$ cat src/fies_params.svh
`ifndef FIES_PARAMS_SVH
`define FIES_PARAMS_SVH

// Register indices; printed offsets are not all multiples of four
`define FIES_IDX_ENABLES 8'h0c
`define FIES_IDX_SUPPLY 8'h0e
// Event status, clear and enable registers
`define FIES_IDX_EVT_STATUS 8'h20
`define FIES_IDX_EVT_CLEAR 8'h21
`define FIES_IDX_EVT_ENABLE 8'h22

// Enable register fields (low bit of each 2-bit field)
`define FIES_EN_GLOBAL_LO 6
`define FIES_EN_TIMEOUT_LO 4
`define FIES_EN_STRING_LO 2
`define FIES_EN_LED_LO 0
`define FIES_ENABLES_RESET 16'h00aa

// Supply register reset value
`define FIES_SUPPLY_RESET 16'h0000

// Enable field codes
`define FIES_CODE_DIS 2'h1
`define FIES_CODE_EN 2'h3
`define FIES_READ_EN 2'h2
`define FIES_READ_DIS 2'h0

// Number of supply faults and of event bits (three LED-side sources plus the supply summary)
`define FIES_N_SUPPLY 8
`define FIES_N_EVT 4

`endif

$ cat src/fies_pkg.sv
package fies_pkg;

   typedef enum logic [2:0] {
      FIES_W_IDLE = 3'b001,
      FIES_W_RESP = 3'b010,
      FIES_W_HOLD = 3'b100
   } fies_wstate_t;

   typedef enum logic [1:0] {
      FIES_R_IDLE = 2'b01,
      FIES_R_DATA = 2'b10
   } fies_rstate_t;

   // Decoded write to one of our registers
   typedef struct packed {
      logic valid;
      logic [7:0] index;
      logic [15:0] data;
      logic [1:0] lanes;
   } fies_wr_t;

endpackage : fies_pkg

$ cat src/fies_enable_field.sv
`timescale 1ns/1ps
`include "fies_params.svh"

// One 2-bit interrupt enable field with protected write codes
module fies_enable_field
   import fies_pkg::*;
#(
   parameter logic RESET_ON = 1'b1
) (
   input wire logic aclk,
   input wire logic aresetn,
   input wire logic ce,
   input wire logic wr,
   input wire logic [1:0] code,
   output logic [1:0] readback,
   output logic on
);

   typedef struct packed {
      logic on;
   } fies_field_t;

   fies_field_t st_r;
   fies_field_t st_nxt;

   // Only the two protected codes change state; 0h and 2h are ignored
   always_comb begin
      st_nxt = st_r;
      if (wr && code == `FIES_CODE_DIS) begin
         st_nxt.on = 1'b0;
      end else if (wr && code == `FIES_CODE_EN) begin
         st_nxt.on = 1'b1;
      end
   end

   always_ff @(posedge aclk) begin
      if (!aresetn) begin
         st_r.on <= RESET_ON;
      end else if (ce) begin
         st_r <= st_nxt;
      end
   end

   assign on = st_r.on;
   assign readback = st_r.on ? `FIES_READ_EN : `FIES_READ_DIS;

endmodule : fies_enable_field

$ cat src/fies_fault_pair.sv
`timescale 1ns/1ps
`include "fies_params.svh"

// Latched fault bit cleared only by a paired status+clear write
module fies_fault_pair
   import fies_pkg::*;
(
   input wire logic aclk,
   input wire logic aresetn,
   input wire logic ce,
   input wire logic fault_in,
   input wire logic wr,
   input wire logic wr_status,
   input wire logic wr_clear,
   output logic flag
);

   typedef struct packed {
      logic flag;
      logic sync1;
      logic sync2;
      logic sync3;
   } fies_pair_t;

   fies_pair_t st_r;
   fies_pair_t st_nxt;

   // Fault arrives from analog monitors: three stages, agree on last two
   always_comb begin
      st_nxt = st_r;
      st_nxt.sync1 = fault_in;
      st_nxt.sync2 = st_r.sync1;
      st_nxt.sync3 = st_r.sync2;
      if (wr && wr_status && wr_clear) begin
         st_nxt.flag = 1'b0;
      end
      // Set beats clear so a fault in the clear cycle is kept
      if (st_r.sync2 && st_r.sync3) begin
         st_nxt.flag = 1'b1;
      end
   end

   always_ff @(posedge aclk) begin
      if (!aresetn) begin
         st_r <= '0;
      end else if (ce) begin
         st_r <= st_nxt;
      end
   end

   assign flag = st_r.flag;

endmodule : fies_fault_pair

$ cat src/fies_top.sv
`timescale 1ns/1ps
`include "fies_params.svh"

module fies_top
   import fies_pkg::*;
(
   input wire logic aclk,
   input wire logic aresetn,
   input wire logic ce,
   // Fault sources, asynchronous levels
   input wire logic [7:0] supply_fault_in,
   input wire logic bus_timeout_in,
   input wire logic bad_string_cfg_in,
   input wire logic led_fault_in,
   // Interrupt pin, active high level
   output logic irq,
   // AXI4-Lite slave, write address channel
   input wire logic [11:0] s_axi_awaddr,
   input wire logic [2:0] s_axi_awprot,
   input wire logic s_axi_awvalid,
   output logic s_axi_awready,
   // Write data channel
   input wire logic [31:0] s_axi_wdata,
   input wire logic [3:0] s_axi_wstrb,
   input wire logic s_axi_wvalid,
   output logic s_axi_wready,
   // Write response channel
   output logic [1:0] s_axi_bresp,
   output logic s_axi_bvalid,
   input wire logic s_axi_bready,
   // Read address channel
   input wire logic [11:0] s_axi_araddr,
   input wire logic [2:0] s_axi_arprot,
   input wire logic s_axi_arvalid,
   output logic s_axi_arready,
   // Read data channel
   output logic [31:0] s_axi_rdata,
   output logic [1:0] s_axi_rresp,
   output logic s_axi_rvalid,
   input wire logic s_axi_rready
);

   // Response codes; unmapped addresses are refused with a slave error
   localparam logic [1:0] RESP_OKAY = 2'h0;
   localparam logic [1:0] RESP_SLVERR = 2'h2;

   // Offsets are word indices and the byte address is four times the index,
   // so the two 16-bit registers never share a bus word
   // Byte address of a register index
   function automatic logic [11:0] fies_addr(input logic [7:0] idx);
      fies_addr = {2'h0, idx, 2'h0};
   endfunction : fies_addr

   // True when the address maps to a register
   function automatic logic fies_mapped(input logic [11:0] a);
      fies_mapped = (a == fies_addr(`FIES_IDX_ENABLES)) || (a == fies_addr(`FIES_IDX_SUPPLY)) ||
                    (a == fies_addr(`FIES_IDX_EVT_STATUS)) || (a == fies_addr(`FIES_IDX_EVT_CLEAR)) ||
                    (a == fies_addr(`FIES_IDX_EVT_ENABLE));
   endfunction : fies_mapped

   // State of the block outside the enable fields and fault pairs, registered by the single clocked process
   typedef struct packed {
      // Bus channel state and holding slots
      fies_wstate_t wst;
      fies_rstate_t rst;
      logic aw_got;
      logic w_got;
      logic [11:0] awaddr;
      logic [31:0] wdata;
      logic [3:0] wstrb;
      logic [1:0] bresp;
      // Read answer, held while rvalid stands
      logic [31:0] rdata;
      logic [1:0] rresp;
      // Event registers and their source synchronisers
      logic [`FIES_N_EVT-1:0] evt_status;
      logic [`FIES_N_EVT-1:0] evt_enable;
      logic [`FIES_N_EVT-1:0] src_s1;
      logic [`FIES_N_EVT-1:0] src_s2;
      logic [`FIES_N_EVT-1:0] src_s3;
      // Registered pin
      logic irq;
   } fies_top_t;

   fies_top_t st_r;
   fies_top_t st_nxt;

   // Write decode
   logic wr_fire;
   logic [15:0] wdata16;
   logic lane_lo;
   logic lane_hi;
   logic en_wr;
   logic sup_wr;
   // Register contents and field states
   logic [7:0] en_rb;
   logic [3:0] en_on;
   logic [7:0] sup_flag;
   logic [15:0] enables_rd;
   logic [15:0] supply_rd;
   logic [`FIES_N_EVT-1:0] evt_raw;
   logic evt_en_wr;
   logic evt_clr_wr;
   logic [7:0] pair_wr;
   logic [3:0] irq_req;
   logic [31:0] rd_word;

   // A write commits in the cycle both address and data are held
   assign wr_fire = (st_r.wst == FIES_W_IDLE) && st_r.aw_got && st_r.w_got;
   assign wdata16 = st_r.wdata[15:0];
   assign lane_lo = st_r.wstrb[0];
   assign lane_hi = st_r.wstrb[1];
   assign en_wr = wr_fire && (st_r.awaddr == fies_addr(`FIES_IDX_ENABLES)) && lane_lo;
   assign sup_wr = wr_fire && (st_r.awaddr == fies_addr(`FIES_IDX_SUPPLY));
   // Event register strobes; both need the low byte lane
   assign evt_en_wr = wr_fire && lane_lo && (st_r.awaddr == fies_addr(`FIES_IDX_EVT_ENABLE));
   assign evt_clr_wr = wr_fire && lane_lo && (st_r.awaddr == fies_addr(`FIES_IDX_EVT_CLEAR));
   // Pairs 7..4 live in the upper byte lane, pairs 3..0 in the lower one
   assign pair_wr = {{4{sup_wr && lane_hi}}, {4{sup_wr && lane_lo}}};

   // Enable fields, all resetting to enabled; each moves only on code 1h or 3h,
   // so a stray all-zero write cannot silently mask the pin.
   // Order in the word, high to low: global, timeout, string, LED
   fies_enable_field #(.RESET_ON(1'b1)) u_global_gate (
      .aclk(aclk),
      .aresetn(aresetn),
      .ce(ce),
      .wr(en_wr),
      .code(wdata16[`FIES_EN_GLOBAL_LO+1:`FIES_EN_GLOBAL_LO]),
      .readback(en_rb[7:6]),
      .on(en_on[3])
   );
   fies_enable_field #(.RESET_ON(1'b1)) u_timeout_gate (
      .aclk(aclk),
      .aresetn(aresetn),
      .ce(ce),
      .wr(en_wr),
      .code(wdata16[`FIES_EN_TIMEOUT_LO+1:`FIES_EN_TIMEOUT_LO]),
      .readback(en_rb[5:4]),
      .on(en_on[2])
   );
   fies_enable_field #(.RESET_ON(1'b1)) u_bad_string_cfg_irq_gate (
      .aclk(aclk),
      .aresetn(aresetn),
      .ce(ce),
      .wr(en_wr),
      .code(wdata16[`FIES_EN_STRING_LO+1:`FIES_EN_STRING_LO]),
      .readback(en_rb[3:2]),
      .on(en_on[1])
   );
   fies_enable_field #(.RESET_ON(1'b1)) u_led_fault_irq_gate (
      .aclk(aclk),
      .aresetn(aresetn),
      .ce(ce),
      .wr(en_wr),
      .code(wdata16[`FIES_EN_LED_LO+1:`FIES_EN_LED_LO]),
      .readback(en_rb[1:0]),
      .on(en_on[0])
   );

   // Reserved upper byte reads zero
   assign enables_rd = {8'h00, en_rb};

   // Supply fault pairs: flag at odd bit 2k+1, acknowledge at 2k
   // Order k=7..0: checksum, sync clock loss, pump, pump capacitor,
   // input overcurrent, core undervoltage, input overvoltage, input undervoltage
   // Each pair writes only when its own byte lane is strobed
   genvar k;
   generate
      for (k = 0; k < `FIES_N_SUPPLY; k++) begin : g_pair
         fies_fault_pair u_pair (
            .aclk(aclk),
            .aresetn(aresetn),
            .ce(ce),
            .fault_in(supply_fault_in[k]),
            .wr(pair_wr[k]),
            .wr_status(wdata16[2*k+1]),
            .wr_clear(wdata16[2*k]),
            .flag(sup_flag[k])
         );
      end
   endgenerate

   // Acknowledge bits always read back zero; flags sit on odd bits,
   // so writing back a word just read can never clear a fault by accident
   always_comb begin
      supply_rd = `FIES_SUPPLY_RESET;
      for (int i = 0; i < `FIES_N_SUPPLY; i++) begin
         supply_rd[2*i+1] = sup_flag[i];
      end
   end

   // Word offered for the read address; the clear register is write-only and reads zero
   always_comb begin
      rd_word = 32'h00000000;
      if (s_axi_araddr == fies_addr(`FIES_IDX_ENABLES)) begin
         rd_word = {16'h0000, enables_rd};
      end else if (s_axi_araddr == fies_addr(`FIES_IDX_SUPPLY)) begin
         rd_word = {16'h0000, supply_rd};
      end else if (s_axi_araddr == fies_addr(`FIES_IDX_EVT_STATUS)) begin
         rd_word = {28'h0000000, st_r.evt_status};
      end else if (s_axi_araddr == fies_addr(`FIES_IDX_EVT_ENABLE)) begin
         rd_word = {28'h0000000, st_r.evt_enable};
      end
   end

   // LED-side events: 3 timeout, 2 bad string, 1 LED fault, 0 any supply flag;
   // bit 0 stays low here and is fed from the supply flags below
   assign evt_raw = {bus_timeout_in, bad_string_cfg_in, led_fault_in, 1'b0};

   // Pin requests before the global gate; supply flags feed the pin directly
   // so that a paired clear releases it at once while event enable bit 0 is clear
   assign irq_req[3] = |sup_flag;
   assign irq_req[2] = st_r.evt_status[3] && en_on[2];
   assign irq_req[1] = st_r.evt_status[2] && en_on[1];
   assign irq_req[0] = st_r.evt_status[1] && en_on[0];

   // Bus handshake, event logging and interrupt in one next-state block.
   // A write is held in the slots until both halves are in; it commits in the
   // idle cycle that follows and the response rises one edge later, so a read
   // issued after the response already sees the new contents. Both slots stay
   // full until the response is taken, which stops a second write from
   // overtaking the first.
   always_comb begin
      st_nxt = st_r;
      // Write address and data may arrive in either order
      if (s_axi_awvalid && s_axi_awready) begin
         st_nxt.aw_got = 1'b1;
         st_nxt.awaddr = s_axi_awaddr;
      end
      if (s_axi_wvalid && s_axi_wready) begin
         st_nxt.w_got = 1'b1;
         st_nxt.wdata = s_axi_wdata;
         st_nxt.wstrb = s_axi_wstrb;
      end

      // Write channel: idle until both halves are held, then answer
      unique case (st_r.wst)
         FIES_W_IDLE: begin
            // Both halves in: commit this cycle, raise the response next
            if (st_r.aw_got && st_r.w_got) begin
               st_nxt.bresp = fies_mapped(st_r.awaddr) ? RESP_OKAY : RESP_SLVERR;
               st_nxt.wst = FIES_W_RESP;
            end
         end
         // Response stands until the master takes it
         FIES_W_RESP: begin
            if (s_axi_bready) begin
               st_nxt.aw_got = 1'b0;
               st_nxt.w_got = 1'b0;
               st_nxt.wst = FIES_W_IDLE;
            end
         end
         // Spare state, never entered; falls back to idle
         FIES_W_HOLD: begin
            st_nxt.wst = FIES_W_IDLE;
         end
      endcase

      // Read returns a registered word one cycle after the address; the word is
      // captured at the accept edge, so a later write cannot change an answer
      unique case (st_r.rst)
         FIES_R_IDLE: begin
            if (s_axi_arvalid) begin
               st_nxt.rresp = fies_mapped(s_axi_araddr) ? RESP_OKAY : RESP_SLVERR;
               st_nxt.rdata = rd_word;
               st_nxt.rst = FIES_R_DATA;
            end
         end
         FIES_R_DATA: begin
            if (s_axi_rready) begin
               st_nxt.rst = FIES_R_IDLE;
            end
         end
      endcase

      // Synchronise the LED-side sources; only the last two stages are used,
      // so a level caught mid-change by the first stage cannot reach a flag
      st_nxt.src_s1 = evt_raw;
      st_nxt.src_s2 = st_r.src_s1;
      st_nxt.src_s3 = st_r.src_s2;

      // Event enable and write-one-to-clear registers
      if (evt_en_wr) begin
         st_nxt.evt_enable = st_r.wdata[`FIES_N_EVT-1:0];
      end
      if (evt_clr_wr) begin
         st_nxt.evt_status = st_r.evt_status & ~st_r.wdata[`FIES_N_EVT-1:0];
      end

      // Sticky set applied last so it wins over a clear in the same cycle;
      // an event that lands on the clear edge is kept, never lost
      st_nxt.evt_status = st_nxt.evt_status | (st_r.src_s2 & st_r.src_s3);
      st_nxt.evt_status[0] = st_nxt.evt_status[0] | (|sup_flag);

      // Pin: global gate over the per-source requests and the event enables;
      // the per-source gates do not mask events routed through the event enables;
      // registered, so the pin follows its causes by one cycle
      st_nxt.irq = en_on[3] && ((|irq_req) || (|(st_r.evt_status & st_r.evt_enable)));
   end

   // Synchronous reset acts even while ce is low; otherwise a low ce freezes
   // every bit of state, a half-taken write included, until it rises again
   always_ff @(posedge aclk) begin
      if (!aresetn) begin
         st_r <= '0;
         st_r.wst <= FIES_W_IDLE;
         st_r.rst <= FIES_R_IDLE;
      end else if (ce) begin
         st_r <= st_nxt;
      end
   end

   // Ready only while the holding slot is empty, so each channel is taken once
   // Readies drop with ce, so nothing is taken while the state is frozen
   assign s_axi_awready = ce && !st_r.aw_got && st_r.wst == FIES_W_IDLE;
   assign s_axi_wready = ce && !st_r.w_got && st_r.wst == FIES_W_IDLE;
   assign s_axi_bvalid = st_r.wst == FIES_W_RESP;
   assign s_axi_bresp = st_r.bresp;
   assign s_axi_arready = ce && st_r.rst == FIES_R_IDLE;
   assign s_axi_rvalid = st_r.rst == FIES_R_DATA;
   assign s_axi_rdata = st_r.rdata;
   assign s_axi_rresp = st_r.rresp;
   assign irq = st_r.irq;

endmodule : fies_top

$ cat config.mk
export PLATFORM = sky130hd
export DESIGN_NAME = fies_top
export DESIGN_NICKNAME = d
export VERILOG_FILES = /design/src/fies_pkg.sv /design/src/fies_enable_field.sv /design/src/fies_fault_pair.sv /design/src/fies_top.sv
export VERILOG_INCLUDE_DIRS = /design/src
export SDC_FILE = /design/constraint.sdc
export NUM_CORES = 1
export LEC_CHECK = 0
export BUFFER_PORTS_ARGS = -buffer_cell sky130_fd_sc_hd__buf_2
export CAP_MARGIN = 25
export CORE_ASPECT_RATIO = 0.8
export CORE_UTILIZATION = 47
export CTS_BUF_LIST = sky130_fd_sc_hd__clkbuf_8 sky130_fd_sc_hd__clkbuf_16
export DETAILED_ROUTE_END_ITERATION = 7
export HOLD_SLACK_MARGIN = 0.12
export PLACE_DENSITY = 0.76
export SYNTH_ARGS = -nofsm -noshare
export SYNTH_HDL_FRONTEND = slang
export SYNTH_SLANG_ARGS = --single-unit
$ cat constraint.sdc
create_clock -name aclk -period 1.5 [get_ports aclk]
set_input_delay 0.225 -clock aclk [delete_from_list [all_inputs] [get_ports aclk]]
set_output_delay 0.225 -clock aclk [all_outputs]
set_load 0.005 [all_outputs]
### After elaboration in Yosys (flattened, before gate mapping)

Cells that the tools add are included.

* register bits: 127
* input port bits: 85
* output and inout bits: 42
* word-level logic and storage cells: 229

* equal/unequal tests: 27
* mux-type cells: 45
* bitwise operators: 6
* reduce and logical (&&, ||, !) cells: 99

Operator list (number)
* == test 12 x 8 -> 1 bit, second input constant: 6
* logical AND 1 bit: 54
* == test 12 x 6 -> 1 bit, second input constant: 4
* 2-to-1 mux 16 bit: 2
* AND reduction 2 bit: 15
* 2-to-1 mux 1 bit: 26
* nonzero test 2 bit: 12
* 2-to-1 mux 2 bit: 10
* bitwise AND 4 bit: 3
* 2-to-1 mux 4 bit: 3
* AND reduction 3 bit: 4
* OR reduction 11 bit: 1
* == test 2 x 1 -> 1 bit, second input constant: 5
* == test 2 bit, second input constant: 5
* logical OR 1 bit: 9
* one-hot mux 3 bit (3 select lines): 1
* OR reduction 8 bit: 1
* 2-to-1 mux 3 bit: 2
* inequality test 2 x 1 -> 1 bit, second input constant: 3
* inverter 4 bit: 1
* OR 4 bit: 1
* one-hot mux 2 bit (2 select lines): 1
* OR reduction 4 bit: 1
* == test 3 x 1 -> 1 bit, second input constant: 1
* 5 further kinds: 6

### Logic depth before layout (Yosys ltp)

* word-level depth: 9
* mapped depth: 7
* mapped depth without buffers: 4

### Cells and area by module

A second synthesis with hierarchy kept.

* cell total of the unflattened synthesis: 531
* area total of the unflattened synthesis: 4865.9 um^2

By module, submodules not included
* fies_top: times used 1, cells each 379, area an instance 3234.4 um^2, seq. area each 1361.3 um^2
* fies_fault_pair: times used 8, cells each 15, area an instance 170.2 um^2, seq. area each 80.1 um^2
* fies_enable_field: times used 4, cells each 8, area an instance 67.6 um^2, seq. area each 20.0 um^2

### Worst setup path before layout

No wires, ideal clock.

* path kind: register -> register
* from: register st_r[101] in the netlist's numbering
* to: register, netlist name u_global_gate.on
* setup time: 0.141 ns
* arrival: 1.266 ns
* required time: 1.359 ns
* setup slack: 0.093 ns
* stages on the path, launching flop included: 6
* path buffers: 1
* clock period less this slack: 1.407 ns
* cells stage by stage: dfxtp_1 nor4_4 nand4b_2 buf_6 o31ai_1 o211ai_1

* word-level cells in the longest chain between the ends: 6
* elaborated cells between the ends (all ways): 8
* classes of those cells: eq/ne: 1; mux: 1; reduce/logical: 6

Ends and longest elaborated chain
* start, declared: RTL line fies_top.sv:85 `fies_top_t st_r;`
* start signal, assigned: RTL line fies_top.sv:310 `st_r <= st_nxt;`
* == test 12 x 6 -> 1 bit *: RTL line fies_top.sv:113 `` assign en_wr = wr_fire && (st_r.awaddr == fies_addr(`FIES_IDX_ENABLES)) && lane_lo; ``
* logical AND 1 bit * (2 in a row): RTL line fies_top.sv:113
* logical AND 1 bit (no source line)
* nonzero test 2 bit (no source line)
* AND reduction 2 bit (no source line)

Every way passes the cells marked *; elsewhere a longest branch is shown, timed or not.
A chain may end at the register's enable or synchronous reset.

### Worst setup path in the final report

* from: register st_r[102] in the netlist's numbering
* to: register, netlist name u_global_gate.on

* word-level cells in the longest chain between the ends: 6
* elaborated cells between the ends (all ways): 8
* classes of those cells: eq/ne: 1; mux: 1; reduce/logical: 6

Ends and longest elaborated chain (RTL line)
* == test 12 x 6 -> 1 bit *: fies_top.sv:113
* logical AND 1 bit * (2 in a row): fies_top.sv:113
* logical AND 1 bit (no source line)
* nonzero test 2 bit (no source line)
* AND reduction 2 bit (no source line)

Marked as above.

==> qor.txt <==
Maximum clock rate: 642 MHz
Initial DRC Count: 188
CP endpoint kind: register
Maximum Capacitance Violations: 0
Metal3 WL: 580 um
Num CTS Buffers: 9
Clk_lat worst skew: 0.34 ns
Clk buf depth: 2
Minimum clock period: 1.56 ns
Post-Syn Area: 4450 sq um
Die height: 89.1 um
Critical path arrival: 1.77 ns
Max H-tree Level: 3
Clk pwr share: 42.1%
Post-synth EDFFs: 0
Vias: 3742
Worst min path class: primary input to register
I/O Pins: 127
Lkg Pwr: 0.00226 uW
Area Growth Syn to Fin: 20.6%
Largest net degree at the start of global routing: 73
R2R depth: 5
Routability congestion estimate: 0.815
CTS Sinks: 102
Switching share of total power: 22.9%
Switch Pwr: 1350 uW
Failing checks: negative setup slack
Full die area: 9870 sq um
Fin worst setup slack: -0.0585 ns
Seq pwr share: 48.6%
Layout Skew: 0.00664 ns
Cell at the slowest stage of the critical path: nor4_4
WL final: 9940 um
Vias in the first global route: 3340
Rows: 31
Global-route wire length before repair: 15800 um
Via-to-Cell Ratio: 5.29
Ant diodes: 0
CP startpoint kind: register
IO buf count: 78
Ys flop type: dfxtp_1
Die Wd: 111 um
DR WL/cell: 14.0 um
Clk slew on worst S/H paths: 0.07 ns
Post-route cell area: 5370 sq um
Critical path's largest stage delay: 0.39 ns
Layout cells sized above 1: 26.0%
Syn_area_per_cell: 8.77 sq um
Setup TNS: -0.309 ns
Initial antenna violation count: 0
Fin. Hold Viols: 0
Total GRT Usage: 20.1%
Critical Path Fanout Max: 9
DRC: 0
Fin crit share: 104%
Core outline area: 9110 sq um
Post-synth cell types: 52
Internal power: 4550 uW
1st-pass router iterations: 5
# fillers: 785
Status: finished, violations left
ANT nets after route: 0
Async SR Flop Fraction: 0%
#FFs+latches synth: 102
CTS tree: built
Post-Synthesis Cells: 508
Logic pwr share: 9.3%
WL met1: 4590 um
Placed cell areas: 4830 sq um
Critical path class: register to register
Top routing layer in use: met4
CTS root buffer: clkbuf_16
Cell Pwr Density: 1100 nW/um^2
Overflow after GRT: 0
Hold path depth: 3
Final Max Slew Viols: 0
Initial Utilization: 48.9%
Warnings, synthesis: 0
Total Nets Final: 673
Met2 WL: 4660 um
Sequential area share after synthesis: 45.9%
Worst EP required: 1.71 ns
Final setup fails: 12
Post-DP HPWL: 7020 um
Unrepaired setup endpoints after global routing: yes
Peak VDD IR: 0.627 mV
Cell breakdown of the critical path: nor4_4 > nand4b_4 > buf_6 > o31ai_2 > o211ai_1
-- sequential cells by signal, summed over array words and instances, names as in the netlist --
signal	count
st_r	45
g_pair.u_pair.st_r	8
g_pair.u_pair.flag	8
u_timeout_gate.on	1
s_axi_rresp	1
lane_lo	1
g_pair.u_pair.st_nxt	16
s_axi_bresp	1
s_axi_rdata	10
lane_hi	1
u_led_fault_irq_gate.on	1
irq	1
st_nxt	6
u_bad_string_cfg_irq_gate.on	1
u_global_gate.on	1
-- area by class of cell --
class	count	area, sq um	share of cell area [%]
Clock buffer	10	239	4.45
Clock inverter	6	85.1	1.58
Inverter	6	22.5	0.419
Multi-Input combinational cell	363	2170	40.4
Sequential cell	102	2050	38.1
Tap cell	115	144	2.68
Timing Repair Buffer	106	662	12.3
-- synth_stat cells (all sizes together) (2+ instances only) --
cell	count	area, sq um
buf	54	379
mux2	4	45.0
o31ai	4	30.0
nor4	6	73.8
a31oi	2	12.5
a311oi	3	26.3
and3b	3	27.5
a21o	2	15.0
a21oi	45	229
nor2	41	154
inv	6	22.5
dfxtp	102	2040
nand2b	3	18.8
o21ai	17	85.1
nor3	11	60.1
clkbuf	6	32.5
nand2	98	368
and2	3	18.8
nand3	25	125
o211ai	5	37.5
and4bb	3	37.5
nor4b	2	23.8
nor2b	2	12.5
and3	2	12.5
o22ai	8	50.1
mux2i	37	370
nand4b	3	47.5
-- power by group through the flow --
stage                     logic, uW  registers [uW]  clock network, uW
after global placement          496            2920                  0
final                           548            2870               2490
after detailed placement        513            2930                  0
after global routing            606            2880               2640
after CTS                       531            2870               2520
after floorplan                 381            2910                  0
-- cells in the final DEF (no fill, tap or decap), types with 4 or more instances in the layout --
master          n
clkbuf_16       9
o22ai_1         8
dfxtp_2         4
mux2i_1        37
conb_1         24
a21oi_1        44
buf_2          78
buf_4          17
inv_1           5
o21ai_0         6
o21ai_1        11
mux2_2          4
nand2_1        98
dlygate4sd3_1   5
nand3_1        24
o211ai_1        5
dfxtp_1        98
o31ai_2         4
nor3_2          6
nor2_1         41
-- kinds of logic (layout without fill, tap and decap cells) --
| family | Yosys count | count (layout) | share of synthesized area (%) |
|---|---|---|---|
| and+or+nand+nor | 208 | 208 | 23.3 |
| DFF | 102 | 102 | 45.9 |
| AOI/OAI and AO/OA | 90 | 90 | 11.7 |
| buffers and inverters | 66 | 128 | 9.75 |
| muxes | 41 | 41 | 9.33 |
| other | 1 | 24 | 0.0842 |
-- per-layer routing --
| metal | vias up | GRT usage [%] |
|---|---|---|
| li1 | 1858 | - |
| met1 | 1752 | 26.1 |
| met2 | 121 | 34.6 |
| met3 | 11 | 5.08 |
| met4 | 0 | 4.00 |
| met5 | - | 0 |
-- final timing paths --
| path | start | end | slack [ns] |
|---|---|---|---|
| max reg2reg | st_r[102]$_SDFFE_PN0P_ | u_global_gate.on$_SDFFE_PN1P_ | -0.06 |
| max | st_r[102]$_SDFFE_PN0P_ | u_global_gate.on$_SDFFE_PN1P_ | -0.06 |
| min | supply_fault_in[0] | g_pair[0].u_pair.st_nxt[1]$_SDFFE_PN0P_ | 0.12 |
| min reg2reg | s_axi_rdata[1]$_SDFFE_PN0P_ | s_axi_rdata[1]$_SDFFE_PN0P_ | 0.44 |
-- metrics by stage --
| stage | util, % | instances | setup slack, ns | power (uW) | hold WS [ns] |
|---|---|---|---|---|---|
| 3_5_place_dp | 53.0 | 682 | -0.0958 | 3440 | 0.431 |
| 4_1_cts | 57.8 | 706 | -0.0102 | 5920 | 0.120 |
| 5_1_grt | 58.9 | 708 | -0.169 | 6120 | 0.123 |
| 3_3_place_gp | 53.0 | 682 | -0.0290 | 3420 | 0.430 |
| 2_1_floorplan | - | 531 | 0.0928 | 3290 | 0.361 |
| 6_report | 58.9 | 708 | -0.0585 | 5910 | 0.123 |
-- worst max-delay path, delay by kind of cell, from the launching register on --
family / cells / cell delay (ns)
AND/OR/NAND/NOR: 2 / 0.55
buffers and inverters: 1 / 0.18
AO/OA/AOI/OAI: 2 / 0.37
flip-flops: 1 / 0.34
-- what timing repair did --
item | 4_1_cts | 5_1_grt
hold buffers | 5 | 0
buffers inserted | 3 | 2
pin swaps | 3 | 6
hold endpoints to repair | 5 | 0
resized for setup | 10 | 16
setup endpoints to repair | 34 | 23
No activity file was read; power rests on OpenSTA's default activity.
